[config.mk]
export PLATFORM = sky130hd
export DESIGN_NAME = branch_skip_compare_exec
export DESIGN_NICKNAME = d
export VERILOG_FILES = /design/src/design/bsc_pkg.sv /design/src/design/branch_skip_compare_exec.sv
export SDC_FILE = /design/constraint.sdc
export NUM_CORES = 1
export LEC_CHECK = 0
export BUFFER_PORTS_ARGS = -buffer_cell sky130_fd_sc_hd__clkbuf_2
export CAP_MARGIN = 5
export CORE_UTILIZATION = 53
export DETAILED_ROUTE_END_ITERATION = 16
export PLACE_DENSITY = 0.84
export RECOVER_POWER = 100
export SYNTH_ARGS = -nofsm -noshare
export SYNTH_HDL_FRONTEND = slang
export SYNTH_SLANG_ARGS = --single-unit
[constraint.sdc]
create_clock -name clock -period 7.1 [get_ports clock]
set_input_delay 0.71 -clock clock [delete_from_list [all_inputs] [get_ports clock]]
set_output_delay 0.71 -clock clock [all_outputs]
set_load 0.1 [all_outputs]
[src/design/bsc_pkg.sv]
// shared constants and types for the branch, skip, compare and load execution unit
package bsc_pkg;
	// ----------------------------------------
	// register map (byte addresses)
	// ----------------------------------------
	localparam logic [3:0] OFS_CTRL = 4'h0;
	localparam logic [3:0] OFS_FLAGS = 4'h4;
	localparam logic [3:0] OFS_PC = 4'h8;
	localparam logic [3:0] OFS_STATE = 4'hC;
	localparam int CTRL_EN_BIT = 0;
	localparam logic [7:0] FLAGS_RST = 8'h00;
	localparam logic CTRL_EN_RST = 1'b0;
	localparam logic [1:0] RESP_OKAY = 2'h0;
	localparam logic [1:0] RESP_SLVERR = 2'h2;
	// ----------------------------------------
	// status flag positions
	// ----------------------------------------
	localparam int FLAG_C = 0;
	localparam int FLAG_Z = 1;
	localparam int FLAG_N = 2;
	localparam int FLAG_V = 3;
	localparam int FLAG_S = 4;
	localparam int FLAG_H = 5;
	localparam int FLAG_T = 6;
	localparam int FLAG_I = 7;
	// ----------------------------------------
	// extra cycles beyond the first
	// ----------------------------------------
	localparam logic [1:0] SKIP_SHORT_EXTRA = 2'h1;
	localparam logic [1:0] SKIP_LONG_EXTRA = 2'h2;
	localparam logic [1:0] IO_SKIP_ADD = 2'h1;
	localparam logic [1:0] BRANCH_TAKEN_EXTRA = 2'h1;
	localparam logic [1:0] DIRECT_LOAD_EXTRA = 2'h1;
	localparam logic [1:0] DEC_LOAD_EXTRA = 2'h1;
	// ----------------------------------------
	// operation codes from fetch
	// ----------------------------------------
	typedef enum logic [4:0] {
		OP_EQ_SKIP = 5'h00, OP_CMP = 5'h01, OP_CMP_C = 5'h02, OP_CMP_I = 5'h03,
		OP_RBIT_CLR_SKIP = 5'h04, OP_RBIT_SET_SKIP = 5'h05,
		OP_IOBIT_CLR_SKIP = 5'h06, OP_IOBIT_SET_SKIP = 5'h07,
		OP_FLAG_SET_BR = 5'h08, OP_FLAG_CLR_BR = 5'h09, OP_EQ_BR = 5'h0A, OP_NE_BR = 5'h0B,
		OP_CS_BR = 5'h0C, OP_CC_BR = 5'h0D, OP_SH_BR = 5'h0E, OP_LO_BR = 5'h0F,
		OP_MI_BR = 5'h10, OP_PL_BR = 5'h11, OP_GE_BR = 5'h12, OP_LT_BR = 5'h13,
		OP_HS_BR = 5'h14, OP_HC_BR = 5'h15, OP_TS_BR = 5'h16, OP_TC_BR = 5'h17,
		OP_VS_BR = 5'h18, OP_VC_BR = 5'h19, OP_IE_BR = 5'h1A, OP_ID_BR = 5'h1B,
		OP_DIRECT_LOAD = 5'h1C, OP_IND_LOAD = 5'h1D,
		OP_IND_LOAD_INC = 5'h1E, OP_IND_LOAD_DEC = 5'h1F
	} op_t;
	typedef enum logic [1:0] {
		ST_IDLE = 2'h0,
		ST_WAIT = 2'h1,
		ST_LOAD = 2'h2
	} state_t;
endpackage : bsc_pkg

[src/design/branch_skip_compare_exec.sv]
// execution unit for compare, skip, flag branch and data load instructions
//
// Implementation choices: register access over AXI4-Lite and the address map.
`timescale 1ns/100ps
`default_nettype none
// Overview of operation
// RULE1 - equal compare skip: matching registers skip next
// RULE2 - compares subtract, set six flags, one cycle
// RULE3 - register bit skip on clear or set
// RULE4 - io bit skip, one extra cycle
// RULE5 - flag branch: pc plus offset plus one
// RULE6 - zero and carry branch conditions
// RULE7 - signed branches use negative xor overflow
// RULE8 - half carry and transfer bit branches
// RULE9 - overflow and negative flag branches
// RULE10 - interrupt enable flag branches
// RULE11 - direct load reads constant address, two cycles
// RULE12 - post increment load: read then pointer plus one
// RULE13 - pre decrement load: pointer minus one, read
// RULE14 - skip two or three words by length
module branch_skip_compare_exec import bsc_pkg::*; #(
	parameter int PC_W = 16,
	parameter int ADDR_W = 8
) (
	// clock and reset
	input wire logic clock,
	input wire logic rstn,
	// instruction from fetch
	input wire logic ex_valid,
	input wire logic [4:0] ex_op,
	input wire logic [2:0] ex_sel,
	input wire logic [6:0] ex_offset,
	input wire logic [7:0] ex_imm,
	input wire logic [15:0] ex_addr,
	input wire logic [4:0] ex_rd_idx,
	input wire logic ex_next_long,
	output logic ex_ready,
	output logic [PC_W-1:0] pc,
	output logic [7:0] status_flags,
	// register file and pointer pair
	input wire logic [7:0] rd_data,
	input wire logic [7:0] rr_data,
	input wire logic [15:0] ex_ptr,
	output logic rf_we,
	output logic [4:0] rf_idx,
	output logic [7:0] rf_data,
	output logic ptr_we,
	output logic [15:0] ptr_data,
	// data space
	input wire logic [7:0] io_data,
	output logic mem_req,
	output logic [15:0] mem_addr,
	input wire logic mem_ack,
	input wire logic [7:0] mem_rdata,
	// axi4-lite slave
	input wire logic [ADDR_W-1:0] s_axi_awaddr,
	input wire logic s_axi_awvalid,
	output logic s_axi_awready,
	input wire logic [31:0] s_axi_wdata,
	input wire logic [3:0] s_axi_wstrb,
	input wire logic s_axi_wvalid,
	output logic s_axi_wready,
	output logic [1:0] s_axi_bresp,
	output logic s_axi_bvalid,
	input wire logic s_axi_bready,
	input wire logic [ADDR_W-1:0] s_axi_araddr,
	input wire logic s_axi_arvalid,
	output logic s_axi_arready,
	output logic [31:0] s_axi_rdata,
	output logic [1:0] s_axi_rresp,
	output logic s_axi_rvalid,
	input wire logic s_axi_rready
);
	// sign extension of the offset needs eight bits, the register read path at most 32
	if (PC_W < 8 || PC_W > 32 || ADDR_W < 4) begin : g_bad_params
		$error("unsupported PC_W or ADDR_W");
	end

	// ----------------------------------------
	// state
	// ----------------------------------------
	typedef struct packed {
		state_t st;
		logic [1:0] cnt;
		logic load_pend;
		logic ptr_inc;
		logic en;
		logic [PC_W-1:0] pc;
		logic [7:0] flags;
		logic rdy;
		logic rf_we;
		logic [4:0] rf_idx;
		logic [7:0] rf_data;
		logic ptr_we;
		logic [15:0] ptr_data;
		logic mem_req;
		logic [15:0] mem_addr;
		logic aw_got;
		logic [ADDR_W-1:0] aw_addr;
		logic w_got;
		logic [31:0] wdata;
		logic [3:0] wstrb;
		logic awready;
		logic wready;
		logic bvalid;
		logic [1:0] bresp;
		logic arready;
		logic rvalid;
		logic [31:0] rdata;
		logic [1:0] rresp;
	} state_all_t;

	state_all_t s_r, s_nxt;
	logic rstn_meta_r, rstn_sync_r;
	logic take;
	logic [PC_W-1:0] br_target;

	// ----------------------------------------
	// helpers
	// ----------------------------------------
	// 0..3 for the four words, 4 for an unmapped address
	function automatic logic [2:0] reg_sel(input logic [ADDR_W-1:0] a);
		reg_sel = 3'h4;
		if ((a >> 4) == '0 && a[1:0] == 2'h0) begin
			reg_sel = {1'b0, a[3:2]};
		end
	endfunction : reg_sel

	function automatic logic is_branch(input logic [4:0] op);
		is_branch = (op >= OP_FLAG_SET_BR) && (op <= OP_ID_BR);
	endfunction : is_branch

	function automatic logic branch_taken(input logic [4:0] op, input logic [2:0] sel,
			input logic [7:0] f);
		case (op)
			OP_FLAG_SET_BR: branch_taken = f[sel]; // RULE5
			OP_FLAG_CLR_BR: branch_taken = ~f[sel]; // RULE5
			OP_EQ_BR: branch_taken = f[FLAG_Z]; // RULE6
			OP_NE_BR: branch_taken = ~f[FLAG_Z]; // RULE6
			OP_CS_BR, OP_LO_BR: branch_taken = f[FLAG_C]; // RULE6
			OP_CC_BR, OP_SH_BR: branch_taken = ~f[FLAG_C]; // RULE6
			OP_GE_BR: branch_taken = ~(f[FLAG_N] ^ f[FLAG_V]); // RULE7
			OP_LT_BR: branch_taken = f[FLAG_N] ^ f[FLAG_V]; // RULE7
			OP_HS_BR: branch_taken = f[FLAG_H]; // RULE8
			OP_HC_BR: branch_taken = ~f[FLAG_H]; // RULE8
			OP_TS_BR: branch_taken = f[FLAG_T]; // RULE8
			OP_TC_BR: branch_taken = ~f[FLAG_T]; // RULE8
			OP_VS_BR: branch_taken = f[FLAG_V]; // RULE9
			OP_VC_BR: branch_taken = ~f[FLAG_V]; // RULE9
			OP_MI_BR: branch_taken = f[FLAG_N]; // RULE9
			OP_PL_BR: branch_taken = ~f[FLAG_N]; // RULE9
			OP_IE_BR: branch_taken = f[FLAG_I]; // RULE10
			OP_ID_BR: branch_taken = ~f[FLAG_I]; // RULE10
			default: branch_taken = 1'b0;
		endcase
	endfunction : branch_taken

	// subtract with no write-back; chained compare keeps zero only if it was set
	function automatic logic [7:0] cmp_flags(input logic [7:0] a, input logic [7:0] b,
			input logic cin, input logic chain, input logic [7:0] f);
		logic [7:0] r;
		logic [7:0] o;
		r = a - b - {7'h00, cin};
		o = f;
		o[FLAG_H] = (~a[3] & b[3]) | (b[3] & r[3]) | (r[3] & ~a[3]);
		o[FLAG_C] = (~a[7] & b[7]) | (b[7] & r[7]) | (r[7] & ~a[7]);
		o[FLAG_V] = (a[7] & ~b[7] & ~r[7]) | (~a[7] & b[7] & r[7]);
		o[FLAG_N] = r[7];
		o[FLAG_S] = o[FLAG_N] ^ o[FLAG_V];
		o[FLAG_Z] = (r == 8'h00) & (~chain | f[FLAG_Z]);
		cmp_flags = o;
	endfunction : cmp_flags

	assign take = ex_valid && s_r.rdy && (s_r.st == ST_IDLE);
	assign br_target = s_r.pc + {{(PC_W-7){ex_offset[6]}}, ex_offset} + PC_W'(1); // RULE5

	// ----------------------------------------
	// next state
	// ----------------------------------------
	always_comb begin
		logic skip;
		logic [1:0] extra;
		skip = 1'b0;
		extra = 2'h0;
		s_nxt = s_r;
		s_nxt.rf_we = 1'b0;
		s_nxt.ptr_we = 1'b0;
		// register writes land first so execution in the same cycle overrides them
		if (s_r.aw_got && s_r.w_got && !s_r.bvalid) begin
			s_nxt.aw_got = 1'b0;
			s_nxt.w_got = 1'b0;
			s_nxt.bvalid = 1'b1;
			s_nxt.bresp = RESP_OKAY;
			case (reg_sel(s_r.aw_addr))
				3'(OFS_CTRL >> 2): if (s_r.wstrb[0]) s_nxt.en = s_r.wdata[CTRL_EN_BIT];
				3'(OFS_FLAGS >> 2): if (s_r.wstrb[0]) s_nxt.flags = s_r.wdata[7:0];
				3'(OFS_PC >> 2): begin
					for (int i = 0; i < PC_W; i++) begin
						if (s_r.wstrb[i/8]) s_nxt.pc[i] = s_r.wdata[i];
					end
				end
				3'(OFS_STATE >> 2): s_nxt.bresp = RESP_OKAY;
				default: s_nxt.bresp = RESP_SLVERR;
			endcase
		end
		if (s_axi_awvalid && s_r.awready) begin
			s_nxt.aw_got = 1'b1;
			s_nxt.aw_addr = s_axi_awaddr;
		end
		if (s_axi_wvalid && s_r.wready) begin
			s_nxt.w_got = 1'b1;
			s_nxt.wdata = s_axi_wdata;
			s_nxt.wstrb = s_axi_wstrb;
		end
		if (s_r.bvalid && s_axi_bready) s_nxt.bvalid = 1'b0;
		s_nxt.awready = !s_nxt.aw_got && !s_nxt.bvalid;
		s_nxt.wready = !s_nxt.w_got && !s_nxt.bvalid;
		if (s_r.rvalid && s_axi_rready) s_nxt.rvalid = 1'b0;
		if (s_axi_arvalid && s_r.arready) begin
			s_nxt.rvalid = 1'b1;
			s_nxt.rresp = RESP_OKAY;
			case (reg_sel(s_axi_araddr))
				3'(OFS_CTRL >> 2): s_nxt.rdata = {31'h0, s_r.en};
				3'(OFS_FLAGS >> 2): s_nxt.rdata = {24'h0, s_r.flags};
				3'(OFS_PC >> 2): s_nxt.rdata = 32'(s_r.pc);
				3'(OFS_STATE >> 2): s_nxt.rdata = {28'h0, s_r.mem_req, s_r.st, ~s_r.rdy};
				default: begin
					s_nxt.rdata = 32'h0;
					s_nxt.rresp = RESP_SLVERR;
				end
			endcase
		end
		s_nxt.arready = !s_nxt.rvalid;

		case (s_r.st)
			ST_IDLE: begin
				s_nxt.rdy = s_nxt.en;
				if (take) begin
					s_nxt.pc = s_r.pc + PC_W'(1);
					s_nxt.load_pend = 1'b0;
					s_nxt.ptr_inc = 1'b0;
					s_nxt.rf_idx = ex_rd_idx;
					case (ex_op)
						OP_EQ_SKIP: skip = (rd_data == rr_data); // RULE1
						OP_CMP: s_nxt.flags = cmp_flags(rd_data, rr_data, 1'b0, 1'b0,
								s_nxt.flags); // RULE2
						OP_CMP_C: s_nxt.flags = cmp_flags(rd_data, rr_data, s_r.flags[FLAG_C],
								1'b1, s_nxt.flags); // RULE2
						OP_CMP_I: s_nxt.flags = cmp_flags(rd_data, ex_imm, 1'b0, 1'b0,
								s_nxt.flags); // RULE2
						OP_RBIT_CLR_SKIP: skip = ~rr_data[ex_sel]; // RULE3
						OP_RBIT_SET_SKIP: skip = rr_data[ex_sel]; // RULE3
						OP_IOBIT_CLR_SKIP, OP_IOBIT_SET_SKIP: begin
							skip = io_data[ex_sel] ^ (ex_op == OP_IOBIT_CLR_SKIP); // RULE4
							extra = IO_SKIP_ADD; // RULE4
						end
						OP_DIRECT_LOAD: begin
							s_nxt.pc = s_r.pc + PC_W'(2);
							s_nxt.mem_addr = ex_addr; // RULE11
							s_nxt.load_pend = 1'b1;
							extra = DIRECT_LOAD_EXTRA; // RULE11
						end
						OP_IND_LOAD, OP_IND_LOAD_INC: begin
							s_nxt.mem_addr = ex_ptr;
							s_nxt.ptr_inc = (ex_op == OP_IND_LOAD_INC); // RULE12
							s_nxt.mem_req = 1'b1;
							s_nxt.st = ST_LOAD;
						end
						OP_IND_LOAD_DEC: begin
							s_nxt.ptr_we = 1'b1;
							s_nxt.ptr_data = ex_ptr - 16'h0001; // RULE13
							s_nxt.mem_addr = ex_ptr - 16'h0001; // RULE13
							s_nxt.load_pend = 1'b1;
							extra = DEC_LOAD_EXTRA; // RULE13
						end
						default: begin
							if (is_branch(ex_op) && branch_taken(ex_op, ex_sel, s_r.flags)) begin
								s_nxt.pc = br_target; // RULE5
								extra = BRANCH_TAKEN_EXTRA; // RULE5
							end
						end
					endcase
					if (skip) begin
						s_nxt.pc = s_r.pc + (ex_next_long ? PC_W'(3) : PC_W'(2)); // RULE14
						extra = extra + (ex_next_long ? SKIP_LONG_EXTRA : SKIP_SHORT_EXTRA); // RULE14
					end else if (!ex_next_long && !is_branch(ex_op)) begin
						extra = (ex_op == OP_IOBIT_CLR_SKIP || ex_op == OP_IOBIT_SET_SKIP ||
								ex_op == OP_DIRECT_LOAD || ex_op == OP_IND_LOAD_DEC) ? extra : 2'h0;
					end
					if (extra != 2'h0) begin
						s_nxt.st = ST_WAIT;
						s_nxt.cnt = extra;
						s_nxt.rdy = 1'b0;
					end else if (s_nxt.st == ST_LOAD) begin
						s_nxt.rdy = 1'b0;
					end
				end
			end
			ST_WAIT: begin
				if (s_r.cnt == 2'h1) begin
					if (s_r.load_pend) begin
						s_nxt.st = ST_LOAD;
						s_nxt.mem_req = 1'b1;
					end else begin
						s_nxt.st = ST_IDLE;
						s_nxt.rdy = s_nxt.en;
					end
				end else begin
					s_nxt.cnt = s_r.cnt - 2'h1;
				end
			end
			ST_LOAD: begin
				// memory wait states stretch the load beyond its nominal count
				if (mem_ack) begin
					s_nxt.mem_req = 1'b0;
					s_nxt.rf_we = 1'b1;
					s_nxt.rf_data = mem_rdata;
					if (s_r.ptr_inc) begin
						s_nxt.ptr_we = 1'b1;
						s_nxt.ptr_data = s_r.mem_addr + 16'h0001; // RULE12
					end
					s_nxt.st = ST_IDLE;
					s_nxt.rdy = s_nxt.en;
				end
			end
			default: s_nxt.st = ST_IDLE;
		endcase
	end

	// ----------------------------------------
	// registers
	// ----------------------------------------
	always_ff @(posedge clock or negedge rstn) begin
		if (!rstn) begin
			rstn_meta_r <= 1'b0;
			rstn_sync_r <= 1'b0;
		end else begin
			rstn_meta_r <= 1'b1;
			rstn_sync_r <= rstn_meta_r;
		end
	end

	always_ff @(posedge clock or negedge rstn_sync_r) begin
		if (!rstn_sync_r) begin
			s_r <= '0;
			s_r.flags <= FLAGS_RST;
			s_r.en <= CTRL_EN_RST;
		end else begin
			s_r <= s_nxt;
		end
	end

	assign ex_ready = s_r.rdy;
	assign pc = s_r.pc;
	assign status_flags = s_r.flags;
	assign rf_we = s_r.rf_we;
	assign rf_idx = s_r.rf_idx;
	assign rf_data = s_r.rf_data;
	assign ptr_we = s_r.ptr_we;
	assign ptr_data = s_r.ptr_data;
	assign mem_req = s_r.mem_req;
	assign mem_addr = s_r.mem_addr;
	assign s_axi_awready = s_r.awready;
	assign s_axi_wready = s_r.wready;
	assign s_axi_bresp = s_r.bresp;
	assign s_axi_bvalid = s_r.bvalid;
	assign s_axi_arready = s_r.arready;
	assign s_axi_rdata = s_r.rdata;
	assign s_axi_rresp = s_r.rresp;
	assign s_axi_rvalid = s_r.rvalid;
endmodule : branch_skip_compare_exec
`default_nettype wire

==> metrics <==
worst IR drop on VDD 0.000362 V; Ys Warns 0; post-route ant nets 0; Yosys cell types 80; Layout Nets 1617; commonest non-fill, non-tap cell in the layout nand2_1; gr usage total 0.288; die area 21500 sq um; RSZ-0062 raised after global routing false; Mean Syn Cell Area 8.47 sq um; Max Slew Vio Count 115; Max Fclk 205 MHz; violated checks capacitance limit, slew limit; Final Cell Area 12000 sq um; flop2flop setup slack 3190 ps; Syn Std Cell Area 11100 sq um; Iteration-0 DRC Markers 921; Post-synth EDFFs 0; Clock Tree Buf Depth 2; HP Class in -> async; Worst-path clk slew 60 ps; clk_skew 14.0 ps; Crit Path Class in -> reg; Root Driver clkbuf_16; Leak 5.28 nW; Max H-tree Level 4; status complete, but fails checks; Row Count 52; CTS tree yes; Worst-Margin Slew 2700 ps; Fin. Hold Viols 0; dominant synthesized flop cell dfrtp_1; Design Power 0.00520 W; max_cap viols 2; post-synthesis register bit count 133; global-route wire length before repair 48900 um; Post-CTS Hold Buffers 0; Synth async-reset ratio 1.00; CP max FO 45; fin crit period 4890 ps; Synth Area in Simple Gates 0.179; Post-Synth Adder-Cell Area 0.0669; final setup vio count 0; pin count of the biggest net entering global routing 69; # IOs 268; WP data required 7410 ps; initial antenna violation count 1; Synth Area in XOR/XNOR 0.0566; R2R cell count 12; Sinks on Clock Net 133; fraction of layout cells with a size suffix above 1 0.158; Die Y-Extent 146 um; HPWL after DPL 23600 um; Seq/Total Area, Yosys 0.301; Final period util 0.688; GRT overflow 0; starting density of the core 0.543; Placed Area 11600 sq um; Layout fillers 1889; Initial DRT Pass Iterations 5; worst relative slew slack -0.801; CP startpoint kind input pin; CP Capture Type flip-flop; # Post-CTS Setup Buffers 0; CTS Buf Count 17; WL/cell 18.2 um; most frequent cells in the layout nand2_1, dfrtp_1, clkbuf_2, clkbuf_1, nor2_1; Residual DRC 0; Cell Pwr Density 433 nW/um^2; Crit-path slowest cell clkbuf_1; Die X 146 um; critical-path cell list clkbuf_1, inv_1, nand2_1, mux2i_1, or3_1, nor2_1, ha_1, a31o_1, a211oi_1, mux2_4; crit path DAT 5200 ps; Area Growth Syn to Fin 8.59%; routed vias/inst 5.98; Synth Area in Compound Gates 0.204; GP Congestion 0.956; core area 20400 sq um; critical path's largest stage delay 1410 ps; multiplexer share of the synthesized area 0.0776; Worst-Skew Late Latency 430 ps; vias in the first global route 9473; CTS resizes 0; Via Count 10100; setup_tns 0 ps; main combinational cell family by area after synthesis compound AO/OA/AOI/OAI gates; WL final 30800 um; Syn Inst Count 1306; I/O Buffers 231
-- final timing paths --
| kind | endpoint | from |
|---|---|---|
| setup reg to reg | pc[14] | pc[0] |
| hold / removal | rstn_sync_r | rstn |
| setup / recovery | s_r[164] | ex_op[0] |
| max in group asynchronous | rf_data[0] | rstn_sync_r |
| hold reg to reg | rstn_sync_r | rstn_meta_r |
| min in group clock | rstn_sync_r | rstn_meta_r |
-- synthesized netlist by cell type (all sizes together), types with 11 or more instances --
library cell / count / share of area
mux2: 43 / 0.044
nand2: 148 / 0.050
ha: 48 / 0.054
o21ai: 85 / 0.038
xor2: 25 / 0.020
or3: 12 / 0.0068
xnor2: 44 / 0.035
buf: 115 / 0.076
a211oi: 16 / 0.011
nor2: 100 / 0.034
nand3: 29 / 0.013
a22oi: 21 / 0.014
nand4: 15 / 0.0085
o22ai: 13 / 0.0073
dfrtp: 133 / 0.30
and3: 18 / 0.010
clkbuf: 56 / 0.019
o31ai: 13 / 0.0088
nor4: 13 / 0.0073
mux2i: 19 / 0.017
nor3: 24 / 0.012
a21oi: 64 / 0.029
a22o: 12 / 0.0095
inv: 58 / 0.020
o211ai: 11 / 0.0075
nor2b: 17 / 0.0096
-- metrics by stage --
| stage | utilization | std cells | hold slack [ps] | setup slack (ps) |
|---|---|---|---|---|
| after floorplan | - | 1323 | 331 | 3120 |
| after global placement | 0.570 | 1659 | 337 | 2860 |
| after detailed placement | 0.570 | 1659 | 349 | 2690 |
| after CTS | 0.598 | 1691 | 44.6 | 3180 |
| after global routing | 0.590 | 1692 | 45.9 | 2010 |
| final | 0.590 | 1692 | 57.2 | 2210 |
-- flip-flops by register name, summed over array words and instances, names as in the netlist, 5 cells and up --
signal        count
s_axi_rdata      16
ptr_data         16
pc               16
rf_data           8
s_r              35
mem_addr         16
rf_idx            5
status_flags      8
-- power by group --
group | switching, W | internal [W] | total [W]
Sequential | 0.000395 | 0.00101 | 0.00141
Clock | 0.000384 | 0.000462 | 0.000846
Combinational | 0.00218 | 0.000773 | 0.00295
-- logic make-up (layout without fill, tap and decap cells) --
kind of cell	Yosys count	in the layout
AND/OR/NAND/NOR	416	416
AO/OA/AOI/OAI	332	332
buffers and inverters	229	327
flip-flops	133	133
XOR/XNOR	70	70
multiplexers	69	69
adder cells (fa/ha/maj)	55	55
other	2	20
-- per-layer routing --
layer,share of wire,GRT usage,up-vias
met5,0,0,-
met4,0.032,0.109,0
met3,0.096,0.0675,65
met2,0.44,0.436,530
met1,0.43,0.400,4728
li1,-,-,4797
-- area by class of cell --
class                           count  area [sq um]  share of cell area
Timing Repair Buffer              237          1070              0.0890
Tap cell                          270           338              0.0281
Sequential cell                   133          3330               0.277
Multi-Input combinational cell    961          6490               0.541
Inverter                           58           218              0.0181
Clock inverter                     15           140              0.0117
Antenna cell                        1          2.50            0.000208
Clock buffer                       17           425              0.0354
-- worst max-delay path: cells and delay by family --
kind	cells	cell delay [ps]
and+or+nand+nor	3	940
AOI/OAI and AO/OA	2	690
buffers and inverters	2	2120
adders and majority gates	1	250
muxes	2	460
Note: power is estimated with default switching activity, not from simulation.
